$ cat config.mk
export PLATFORM = sky130hd
export DESIGN_NAME = stpl_latch
export DESIGN_NICKNAME = d
export VERILOG_FILES = /design/src/rtl/stpl_pkg.sv /design/src/rtl/stpl_edge_if.sv /design/src/rtl/stpl_latch.sv /design/src/rtl/stpl_pin_sync.sv
export VERILOG_INCLUDE_DIRS = /design/src /design/src/rtl
export SDC_FILE = /design/constraint.sdc
export NUM_CORES = 1
export LEC_CHECK = 0
export ABC_AREA = 1
export BUFFER_PORTS_ARGS = -buffer_cell sky130_fd_sc_hd__buf_2
export CORE_MARGIN = 3
export CORE_UTILIZATION = 51
export CTS_CLUSTER_DIAMETER = 80
export DETAILED_ROUTE_END_ITERATION = 10
export GPL_TIMING_DRIVEN = 0
export PLACE_DENSITY = 0.8
export SYNTH_ARGS = -nofsm -noshare
export SYNTH_HDL_FRONTEND = slang
export SYNTH_SLANG_ARGS = --single-unit
$ cat constraint.sdc
create_clock -name clk_sys -period 1.22 [get_ports clk_sys]
set_clock_uncertainty 0.15 [all_clocks]
set_input_delay 0.122 -clock clk_sys [delete_from_list [all_inputs] [get_ports clk_sys]]
set_output_delay 0.122 -clock clk_sys [all_outputs]
set_load 0.05 [all_outputs]
$ cat src/rtl/stpl_consts.svh
// Constants for the serial-to-parallel latch block
`ifndef STPL_CONSTS_SVH
`define STPL_CONSTS_SVH
`define STPL_WIDTH 8
`define STPL_SYNC_STAGES 2
`define STPL_ZERO_BYTE 8'h00
`define STPL_SYNC_IDLE 5'h18
`endif

$ cat src/rtl/stpl_pkg.sv
// Types shared by the serial-to-parallel latch design files
`include "stpl_consts.svh"
package stpl_pkg;
   typedef logic [`STPL_WIDTH-1:0] stpl_byte_t;
endpackage : stpl_pkg
$ cat src/rtl/stpl_edge_if.sv
// Interface carrying synchronised pin levels and their rising edges
`timescale 1ns/1ps
interface stpl_edge_if;
   logic shift_rise;
   logic load_rise;
   logic data_level;
   logic clear_level_n;
   logic oe_level_n;
   modport src (output shift_rise, output load_rise, output data_level,
      output clear_level_n, output oe_level_n);
   modport dst (input shift_rise, input load_rise, input data_level,
      input clear_level_n, input oe_level_n);
endinterface : stpl_edge_if

$ cat src/rtl/stpl_latch.sv
// Serial-in, parallel-out shift register with storage register
`timescale 1ns/1ps
`include "stpl_consts.svh"
// Contract
// - Eight-bit shift register takes one serial bit per shift.
// - Storage register, not shift register, drives the parallel outputs.
// - Shift and storage registers each have their own independent clock.
// - Shifting and storage loads happen only on rising clock edges.
// - Clear acts without a clock edge, overrides shifting, spares storage.
// - Clear is active low and holds the shift register cleared.
// - Last shift stage is driven out on a cascade output.
// - Common clock: storage takes shift contents from before the edge.
module stpl_latch
   import stpl_pkg::*;
#(
   parameter int WIDTH = `STPL_WIDTH
)
(
   input wire logic clk_sys,
   input wire logic nrst,
   input wire logic shift_clock,
   input wire logic storage_load_clock,
   input wire logic shift_data_input,
   input wire logic shift_clear_n,
   input wire logic output_enable_n,
   output logic [WIDTH-1:0] parallel_outputs,
   output logic [WIDTH-1:0] parallel_outputs_oe_n,
   output logic cascade_out
);
   stpl_edge_if edges ();

   logic [WIDTH-1:0] shift_r;
   logic [WIDTH-1:0] shift_nxt;
   logic [WIDTH-1:0] store_r;
   logic [WIDTH-1:0] store_nxt;
   logic [WIDTH-1:0] oe_n_r;
   logic [WIDTH-1:0] oe_n_nxt;
   logic cascade_r;
   logic cascade_nxt;

   stpl_pin_sync u_sync
   (
      .clk_sys(clk_sys),
      .nrst(nrst),
      .shift_clock(shift_clock),
      .storage_load_clock(storage_load_clock),
      .shift_data_input(shift_data_input),
      .shift_clear_n(shift_clear_n),
      .output_enable_n(output_enable_n),
      .edges(edges)
   );

   // One shift step: stage zero takes the serial bit, the rest move up
   function automatic logic [WIDTH-1:0] shift_step(
      input logic [WIDTH-1:0] stages,
      input logic bit_in
   );
      shift_step = {stages[WIDTH-2:0], bit_in};
   endfunction : shift_step

   // Shift stages. Clear passes the synchroniser like every pin, so it
   // acts within the sync latency rather than at once; a shift edge seen
   // in the same cycle still loses to it.
   always_comb
   begin
      shift_nxt = shift_r;
      if (!edges.clear_level_n)
         shift_nxt = `STPL_ZERO_BYTE;
      else if (edges.shift_rise)
         shift_nxt = shift_step(shift_r, edges.data_level);
   end

   always_ff @(posedge clk_sys or negedge nrst)
   begin
      if (!nrst)
         shift_r <= `STPL_ZERO_BYTE;
      else
         shift_r <= shift_nxt;
   end

   // Storage takes the stages as they stood before the edge, so a shared
   // clock leaves the outputs one step behind the shift register.
   always_comb
   begin
      store_nxt = store_r;
      if (edges.load_rise)
         store_nxt = shift_r;
   end

   always_ff @(posedge clk_sys or negedge nrst)
   begin
      if (!nrst)
         store_r <= `STPL_ZERO_BYTE;
      else
         store_r <= store_nxt;
   end

   // One enable for all pins, kept per pin so each pad has its own flop
   always_comb
   begin
      oe_n_nxt = {WIDTH{edges.oe_level_n}};
   end

   always_ff @(posedge clk_sys or negedge nrst)
   begin
      if (!nrst)
         oe_n_r <= {WIDTH{1'b1}};
      else
         oe_n_r <= oe_n_nxt;
   end

   // Registered copy of the last stage, so the pin comes from a flop
   always_comb
   begin
      cascade_nxt = shift_nxt[WIDTH-1];
   end

   always_ff @(posedge clk_sys or negedge nrst)
   begin
      if (!nrst)
         cascade_r <= 1'b0;
      else
         cascade_r <= cascade_nxt;
   end

   assign parallel_outputs = store_r;
   assign parallel_outputs_oe_n = oe_n_r;
   assign cascade_out = cascade_r;

   // Checks work on the synchronised pin view, one clk_sys step at a time
   clear_holds_a: assert property (
      @(posedge clk_sys) disable iff (!nrst)
      !edges.clear_level_n |=> shift_r == `STPL_ZERO_BYTE)
      else $error("shift register not cleared");

   clear_wins_a: assert property (
      @(posedge clk_sys) disable iff (!nrst)
      (!edges.clear_level_n && edges.shift_rise) |=> cascade_r == 1'b0)
      else $error("shift beat clear");

   shift_moves_a: assert property (
      @(posedge clk_sys) disable iff (!nrst)
      (edges.clear_level_n && edges.shift_rise) |=>
      shift_r == shift_step($past(shift_r), $past(edges.data_level)))
      else $error("shift stage wrong");

   shift_steady_a: assert property (
      @(posedge clk_sys) disable iff (!nrst)
      (edges.clear_level_n && !edges.shift_rise) |=> $stable(shift_r))
      else $error("shift without edge");

   load_old_a: assert property (
      @(posedge clk_sys) disable iff (!nrst)
      edges.load_rise |=> parallel_outputs == $past(shift_r))
      else $error("storage load wrong");

   store_steady_a: assert property (
      @(posedge clk_sys) disable iff (!nrst)
      !edges.load_rise |=> $stable(store_r))
      else $error("storage changed without edge");

   cascade_tail_a: assert property (
      @(posedge clk_sys) disable iff (!nrst)
      cascade_out == shift_r[WIDTH-1])
      else $error("cascade mismatch");

   oe_follow_a: assert property (
      @(posedge clk_sys) disable iff (!nrst)
      edges.oe_level_n |=> parallel_outputs_oe_n == {WIDTH{1'b1}})
      else $error("outputs not released");

   clear_keeps_store_a: assert property (
      @(posedge clk_sys) disable iff (!nrst)
      (!edges.clear_level_n && !edges.load_rise) |=> $stable(store_r))
      else $error("clear hit storage");

   oe_drive_a: assert property (
      @(posedge clk_sys) disable iff (!nrst)
      !edges.oe_level_n |=> parallel_outputs_oe_n == '0)
      else $error("outputs not driven");

   cascade_clear_a: assert property (
      @(posedge clk_sys) disable iff (!nrst)
      !edges.clear_level_n |=> cascade_out == 1'b0)
      else $error("cascade not cleared");

   first_stage_a: assert property (
      @(posedge clk_sys) disable iff (!nrst)
      (edges.clear_level_n && edges.shift_rise) |=>
      shift_r[0] == $past(edges.data_level))
      else $error("first stage missed serial bit");

   stages_move_a: assert property (
      @(posedge clk_sys) disable iff (!nrst)
      (edges.clear_level_n && edges.shift_rise) |=>
      shift_r[WIDTH-1:1] == $past(shift_r[WIDTH-2:0]))
      else $error("stages did not move up");

   // A shared edge must leave the shift register one step ahead
   common_edge_a: assert property (
      @(posedge clk_sys) disable iff (!nrst) (edges.clear_level_n &&
      edges.shift_rise && edges.load_rise) |=>
      shift_r[WIDTH-1:1] == parallel_outputs[WIDTH-2:0])
      else $error("shared edge order wrong");

   cascade_shift_a: assert property (
      @(posedge clk_sys) disable iff (!nrst)
      (edges.clear_level_n && edges.shift_rise) |=>
      cascade_out == $past(shift_r[WIDTH-2]))
      else $error("cascade did not follow shift");

   load_alone_a: assert property (
      @(posedge clk_sys) disable iff (!nrst)
      (edges.shift_rise && !edges.load_rise) |=> $stable(parallel_outputs))
      else $error("shift clock moved storage");

   // Edge strobes last one cycle, so one pin edge acts exactly once
   shift_pulse_a: assert property (
      @(posedge clk_sys) disable iff (!nrst)
      edges.shift_rise |=> !edges.shift_rise)
      else $error("shift strobe too long");

   load_pulse_a: assert property (
      @(posedge clk_sys) disable iff (!nrst)
      edges.load_rise |=> !edges.load_rise)
      else $error("load strobe too long");
endmodule : stpl_latch

$ cat src/rtl/stpl_pin_sync.sv
// Two-flop synchronisers and rising-edge detection for the pin inputs
`timescale 1ns/1ps
`include "stpl_consts.svh"
module stpl_pin_sync
(
   input wire logic clk_sys,
   input wire logic nrst,
   input wire logic shift_clock,
   input wire logic storage_load_clock,
   input wire logic shift_data_input,
   input wire logic shift_clear_n,
   input wire logic output_enable_n,
   stpl_edge_if.src edges
);
   // Order: shift clk, load clk, data, clear_n, oe_n
   logic [4:0] meta_r;
   logic [4:0] sync_r;
   logic [4:0] prev_r;
   logic [4:0] meta_nxt;
   logic [4:0] sync_nxt;
   logic [4:0] prev_nxt;

   always_comb
   begin
      meta_nxt = {output_enable_n, shift_clear_n, shift_data_input,
         storage_load_clock, shift_clock};
      sync_nxt = meta_r;
      prev_nxt = sync_r;
   end

   // Clear and enable idle high so nothing fires while in reset
   always_ff @(posedge clk_sys or negedge nrst)
   begin
      if (!nrst)
      begin
         meta_r <= `STPL_SYNC_IDLE;
         sync_r <= `STPL_SYNC_IDLE;
         prev_r <= `STPL_SYNC_IDLE;
      end
      else
      begin
         meta_r <= meta_nxt;
         sync_r <= sync_nxt;
         prev_r <= prev_nxt;
      end
   end

   assign edges.shift_rise = sync_r[0] & ~prev_r[0];
   assign edges.load_rise = sync_r[1] & ~prev_r[1];
   assign edges.data_level = sync_r[2];
   assign edges.clear_level_n = sync_r[3];
   assign edges.oe_level_n = sync_r[4];
endmodule : stpl_pin_sync

==> impl_metrics.yaml, run 1 <==
grt:
  largest_net_degree_at_the_start_of_global_routing: 30
  antenna_found_initial: 0
  grt.total_usage: 0.175
  first_global_vias: 774
  globalRouteOverflowTotal: 0
  grt_first_pass_wirelength_mm: 3.28
worst_setup_path:
  reg2reg_setup_slack_ps: 100
  critical_path_peak_fanout: 8
  worst_setup_path_start_kind: "flip-flop"
  worst_ep_arrival_time_ps: 1230
  worstPathRequired_ps: 950
  crit_type: "flip-flop to output pin"
  endpoint_kind: "output pin"
logic_synthesis:
  ys_warn_count: 0
  synth_top_family_by_area: "simple AND/OR/NAND/NOR gates"
  ys_ff_latch: 29
  post_synthesis_simple_gate_area_fraction: 0.223
  synth.mux.area_fraction: 0
  ys_seq_area_frac: 0.679
  synth_area_mm2: 0.00108
  syn_area_per_cell_um2: 10.7
  share_of_synthesized_cell_area_in_full_adder_half_adder_and_majority_cells: 0
  count_of_cell_types_in_the_netlist: 12
  synth-compound-area-share: 0
  postSynthNetCount: 108
  synth_cells: 101
  yosys.area_share.xor_xnor: 0
floorplanning:
  design.core.area_mm2: 0.00198
  floorplan.die.width_um: 52.0
  floorplan_row_count: 16
  die-area_mm2: 0.00270
  io_pins: 24
  die-height_um: 52.0
  start_util: 0.544
timing:
  slew_violations: 0
  slew_headroom: 0.582
  post_route_clock_period_utilization: 1.23
  layout_min_cycle_time_ps: 1500
  hold_viol_final: 0
  post-route-worst-setup-slack_ps: -283
  report.final.setup_viol: 8
  tightestPinTransition_ps: 627
  rsz0062_at_grt: "yes"
  timing.fmax_mhz: 666
power:
  power.share.switching: 0.244
  cellLeakagePower_nw: 0.820
  power.ir.vdd_worst_uv: 1200
  relative_contribution_of_combinational_cells_to_total_power: 0.114
  power.switching_mw: 0.458
  power.share.clock: 0.345
  cellInternalPower_mw: 1.41
  seqPwrFrac: 0.542
  cellPowerDensity_mw_per_mm2: 1280
  final_total_power_mw: 1.87
placement:
  dp.cells: 151
  place.port_buffers: 23
  gp_congestion: 0.675
  place_hpwl_mm: 1.24
clocking:
  clock_latency_ps: 310
  ctsRootBufferMaster: "sky130_fd_sc_hd__clkbuf_4"
  htreeDepth: 2
  cts_inserted_buffers: 5
  tritoncts: "done"
  cts_buffer_depth: 2
  tritoncts_num_sinks: 29
  clk_pin_slew_worst_paths_ps: 90
final_layout:
  antenna-diode-count: 0
  commonest_non_fill_non_tap_cells_in_the_layout: "sky130_fd_sc_hd__nand2_1, sky130_fd_sc_hd__dfrtp_1, sky130_fd_sc_hd__buf_4"
  layout_commonest_cell: "sky130_fd_sc_hd__nand2_1"
  layout.nets: 145
  final_layout_size_suffix_gt1_frac: 0.367
  area_delta_synth_final_pct: 35.7
  final-instance-count-excl-fill: 166
detailed_routing:
  dr_total_vias: 777
  routed_wl_mm: 1.94
  first_pass_iteration_count_of_the_detailed_router: 4
  count_of_unresolved_drc_violations_after_routing: 0
  post_drt_via_cell_ratio: 4.68
  highest_metal_used: "met4"
  count_of_antenna_violating_nets_left_after_detailed_routing: 0
  detailed_router_s_first_iteration_violation_count: 7
  wl_met2_mm: 1.02
  met3_wirelength_um: 83
  avgRoutedWirePerCell_um: 11.7
  wl_met1_um: 816
outcome:
  status: "complete, but fails checks"
  failed_checks: "negative setup slack"
flow_run:
  timing.max_cap.violations: 0
hold_path:
  hold_class: "primary input to asynchronous set/reset pin"
## what timing repair did
action | 4_1_cts | 5_1_grt
endpoints found under the setup margin | 9 | 16
gates resized for setup | 23 | 13
cloned | 0 | 0
buffers inserted | 1 | 0
endpoints found under the hold margin | 29 | 0
hold buffers | 6 | 0
## power groups by stage
stage	combinational [mW]	clock, mW	sequential [mW]
after global routing	0.228	0.708	1.02
after global placement	0.163	0	1.03
after detailed placement	0.166	0	1.03
after floorplan	0.0970	0	1.05
after CTS	0.212	0.660	1.01
final	0.213	0.645	1.01
## synthesized netlist by cell type
| library cell | number | area share |
|---|---|---|
| sky130_fd_sc_hd__nand2_1 | 38 | 0.13 |
| sky130_fd_sc_hd__dfrtp_1 | 24 | 0.56 |
| sky130_fd_sc_hd__nand3_1 | 11 | 0.051 |
| sky130_fd_sc_hd__buf_4 | 8 | 0.056 |
| sky130_fd_sc_hd__dfstp_2 | 5 | 0.12 |
| sky130_fd_sc_hd__inv_1 | 5 | 0.017 |
| sky130_fd_sc_hd__nand4_1 | 4 | 0.023 |
| sky130_fd_sc_hd__inv_2 | 2 | 0.0070 |
| sky130_fd_sc_hd__buf_6 | 1 | 0.010 |
| sky130_fd_sc_hd__clkinv_4 | 1 | 0.0081 |
| sky130_fd_sc_hd__nand2_2 | 1 | 0.0058 |
| sky130_fd_sc_hd__nand2_4 | 1 | 0.010 |
## metal layers
layer	global-route usage	vias up
met4	0.0917	0
li1	-	384
met5	0	-
met2	0.299	19
met3	0.0602	2
met1	0.188	372
## metrics by stage
step	worst slack, ps	area, um2	utilization	hold slack [ps]	setup TNS, ps
floorplan	11.2	1080	-	-324	0
global placement	-21.8	1230	0.621	11.4	-151
detailed placement	-45.0	1230	0.621	17.6	-268
CTS	-291	1440	0.729	204	-2260
global route	-323	1460	0.739	216	-2470
finish	-283	1460	0.739	206	-2160
## path summary, 6_finish.rpt
check | startpoint | end | cells past startpoint
setup / recovery | parallel_outputs_oe_n[0] | parallel_outputs_oe_n[4] | 2
hold / removal | nrst | parallel_outputs[4] | 2
setup reg to reg | u_sync.prev_nxt[3] | shift_r[2] | 5
hold reg to reg | u_sync.meta_r[2] | u_sync.prev_nxt[2] | 0
max in group asynchronous | nrst | u_sync.prev_r[0] | 2
min in group clk_sys | u_sync.meta_r[2] | u_sync.prev_nxt[2] | 0
## sequential cells by signal, indices dropped and copies added, names as in the netlist
signal and flops:
u_sync.prev_nxt 5, cascade_out 1, parallel_outputs 8, u_sync.prev_r 2
parallel_outputs_oe_n 1, shift_r 7, u_sync.meta_r 5
## layout make-up
class | instances | area, um2
Inverter | 8 | 35.0
Sequential cell | 29 | 736
Tap cell | 27 | 33.8
Timing Repair Buffer | 30 | 278
Buffer | 9 | 71.3
Clock buffer | 7 | 65.1
Multi-Input combinational cell | 55 | 240
Clock inverter | 1 | 5.00
Fill cell | 146 | 518
## cell families after synthesis
kind of cell	after synthesis
buffers and inverters	17
flip-flops	29
AND/OR/NAND/NOR	55
## critical path, stage by stage, from the launching register on
cell	delay, ps
sky130_fd_sc_hd__dfstp_4	660
sky130_fd_sc_hd__buf_4	130
sky130_fd_sc_hd__buf_8	140
Power figures use the tool's default switching activity.
==> inputs of run 2 (changes only) <==
CORE_UTILIZATION = 46   (was 51)
PLACE_DENSITY = 0.76   (was 0.8)
clock period = 1.3 ns   (was 1.22 ns; I/O delays follow)
==> impl_metrics.yaml, run 2 (same netlist as run 1, synthesis figures left out) <==
final_layout:
  commonest_non_fill_non_tap_cells_in_the_layout: "sky130_fd_sc_hd__nand2_1, sky130_fd_sc_hd__dfrtp_1, sky130_fd_sc_hd__buf_2"
  cell_area_after_layout_mm2: 0.00147
  layout.nets: 144
  final.fill_count: 154
  antenna-diode-count: 0
  largest_register_ffs: 8
  final_standard_cell_utilization_of_the_core: 0.706
  multiInputGateArea_um2: 240
  area_delta_synth_final_pct: 36.2
  layout_commonest_cell: "sky130_fd_sc_hd__nand2_1"
  layout.area.seq_um2: 732
  final_layout_size_suffix_gt1_frac: 0.362
timing:
  post-route-worst-setup-slack_ps: -182
  slew_violations: 0
  post_route_clock_period_utilization: 1.14
  hold_viol_final: 0
  slew_headroom: 0.594
  timing.fmax_mhz: 675
  layout_min_cycle_time_ps: 1480
  rsz0062_at_grt: "yes"
  timing.setup.tns_ps: -1360
  report.final.setup_viol: 8
  tightestPinTransition_ps: 609
  finalHoldWorstSlack_ps: 189
worst_setup_path:
  cpMaxStageDelayCell: "sky130_fd_sc_hd__dfstp_2"
  reg2reg_setup_slack_ps: 190
  critical_path_peak_fanout: 8
  worstPathRequired_ps: 1020
  worst_setup_path_start_kind: "flip-flop"
  worst_path_largest_cell_delay_ps: 610
  worstReg2RegStart: "u_sync.prev_nxt[3]"
  cp_cell_sequence: "buf_4 -> buf_8"
  cells_on_worst_reg2reg_path: 5
  reg2reg_to: "shift_r[1]"
  crit_type: "flip-flop to output pin"
  worst_ep_arrival_time_ps: 1200
  endpoint_kind: "output pin"
grt:
  grt.total_usage: 0.154
  globalRouteOverflowTotal: 0
  largest_net_degree_at_the_start_of_global_routing: 30
  antenna_found_initial: 0
  first_global_vias: 738
  grt_first_pass_wirelength_mm: 3.06
floorplanning:
  start_util: 0.518
  io_pins: 24
  floorplan.die.width_um: 54.4
  die-area_mm2: 0.00296
  die-height_um: 54.4
  floorplan_row_count: 16
  design.core.area_mm2: 0.00208
placement:
  placed_cell_areas_mm2: 0.00123
  gp_congestion: 0.720
  detailedPlace.worstSlack_ps: 66.5
  place_hpwl_mm: 1.20
  place.port_buffers: 23
outcome:
  status: "complete, but fails checks"
  failed_checks: "negative setup slack"
detailed_routing:
  count_of_unresolved_drc_violations_after_routing: 0
  first_pass_iteration_count_of_the_detailed_router: 4
  detailed_router_s_first_iteration_violation_count: 18
  avgRoutedWirePerCell_um: 10.9
  dr_total_vias: 755
  count_of_antenna_violating_nets_left_after_detailed_routing: 0
  routed_wl_mm: 1.79
  post_drt_via_cell_ratio: 4.58
power:
  cellPowerDensity_mw_per_mm2: 1390
  cellLeakagePower_nw: 0.831
  power.ir.vdd_worst_uv: 1220
clocking:
  tritoncts_num_sinks: 29
  htreeDepth: 2
  clk_pin_slew_worst_paths_ps: 100
  ctsRootBufferMaster: "sky130_fd_sc_hd__clkbuf_4"
  tritoncts: "done"
  post_cts_buffers: 0
  clock_latency_ps: 320
  cts_inserted_buffers: 5
  cts_buffer_depth: 2
hold_path:
  hold_class: "primary input to asynchronous set/reset pin"
flow_run:
  timing.max_cap.violations: 0
[run 2: worst max-delay path by stage]
stage | startpoint | end | slack (ps) | cells after the start
after floorplan | parallel_outputs_oe_n[0] | parallel_outputs_oe_n[1] | 40 | 1
after global placement | parallel_outputs_oe_n[0] | parallel_outputs_oe_n[6] | 100 | 2
after detailed placement | parallel_outputs_oe_n[0] | parallel_outputs_oe_n[7] | 70 | 2
after CTS | parallel_outputs_oe_n[0] | parallel_outputs_oe_n[7] | -200 | 2
after global routing | parallel_outputs_oe_n[0] | parallel_outputs_oe_n[7] | -260 | 2
final | parallel_outputs_oe_n[0] | parallel_outputs_oe_n[7] | -180 | 2
[run 2: power breakdown]
part / leakage [nW] / switching (mW) / internal, mW
Combinational: 0.408 / 0.120 / 0.0786
Sequential: 0.368 / 0.0167 / 0.934
Clock: 0.0552 / 0.292 / 0.595
Total: 0.831 / 0.428 / 1.61
[run 2: worst max-delay path, delay by kind of cell (launching register included)]
family / cells / cell delay, ps
flip-flops: 1 / 610
buffers and inverters: 2 / 270
[run 2: final cells by class]
cell class              count  area share
plain buffers               9      0.0511
clock buffers               5      0.0256
clock inverters             3      0.0443
inverters                   8      0.0239
multi-input cells          55       0.164
flip-flops and latches     29       0.498
well taps                  27      0.0230
repair buffers             29       0.170
[run 2: metrics by stage]
step,instances,power [mW]
final,165,2.04
after global routing,165,2.13
after CTS,165,2.07
after detailed placement,151,1.12
after global placement,151,1.12
after floorplan,101,1.07
[run 2: metal layers]
layer,routed length [um],global-route usage,part of all wire,up-vias
met5,0,0,0,-
met4,23,0.0996,0.013,0
met3,108,0.0654,0.060,4
met2,932,0.263,0.52,19
met1,730,0.152,0.41,346
li1,-,-,-,386
[run 2: what timing repair did]
item                                   CTS  global route
gates resized for setup                 22             2
endpoints found under the hold margin   29             0
hold buffers                             6             0
setup endpoints to repair                8             9
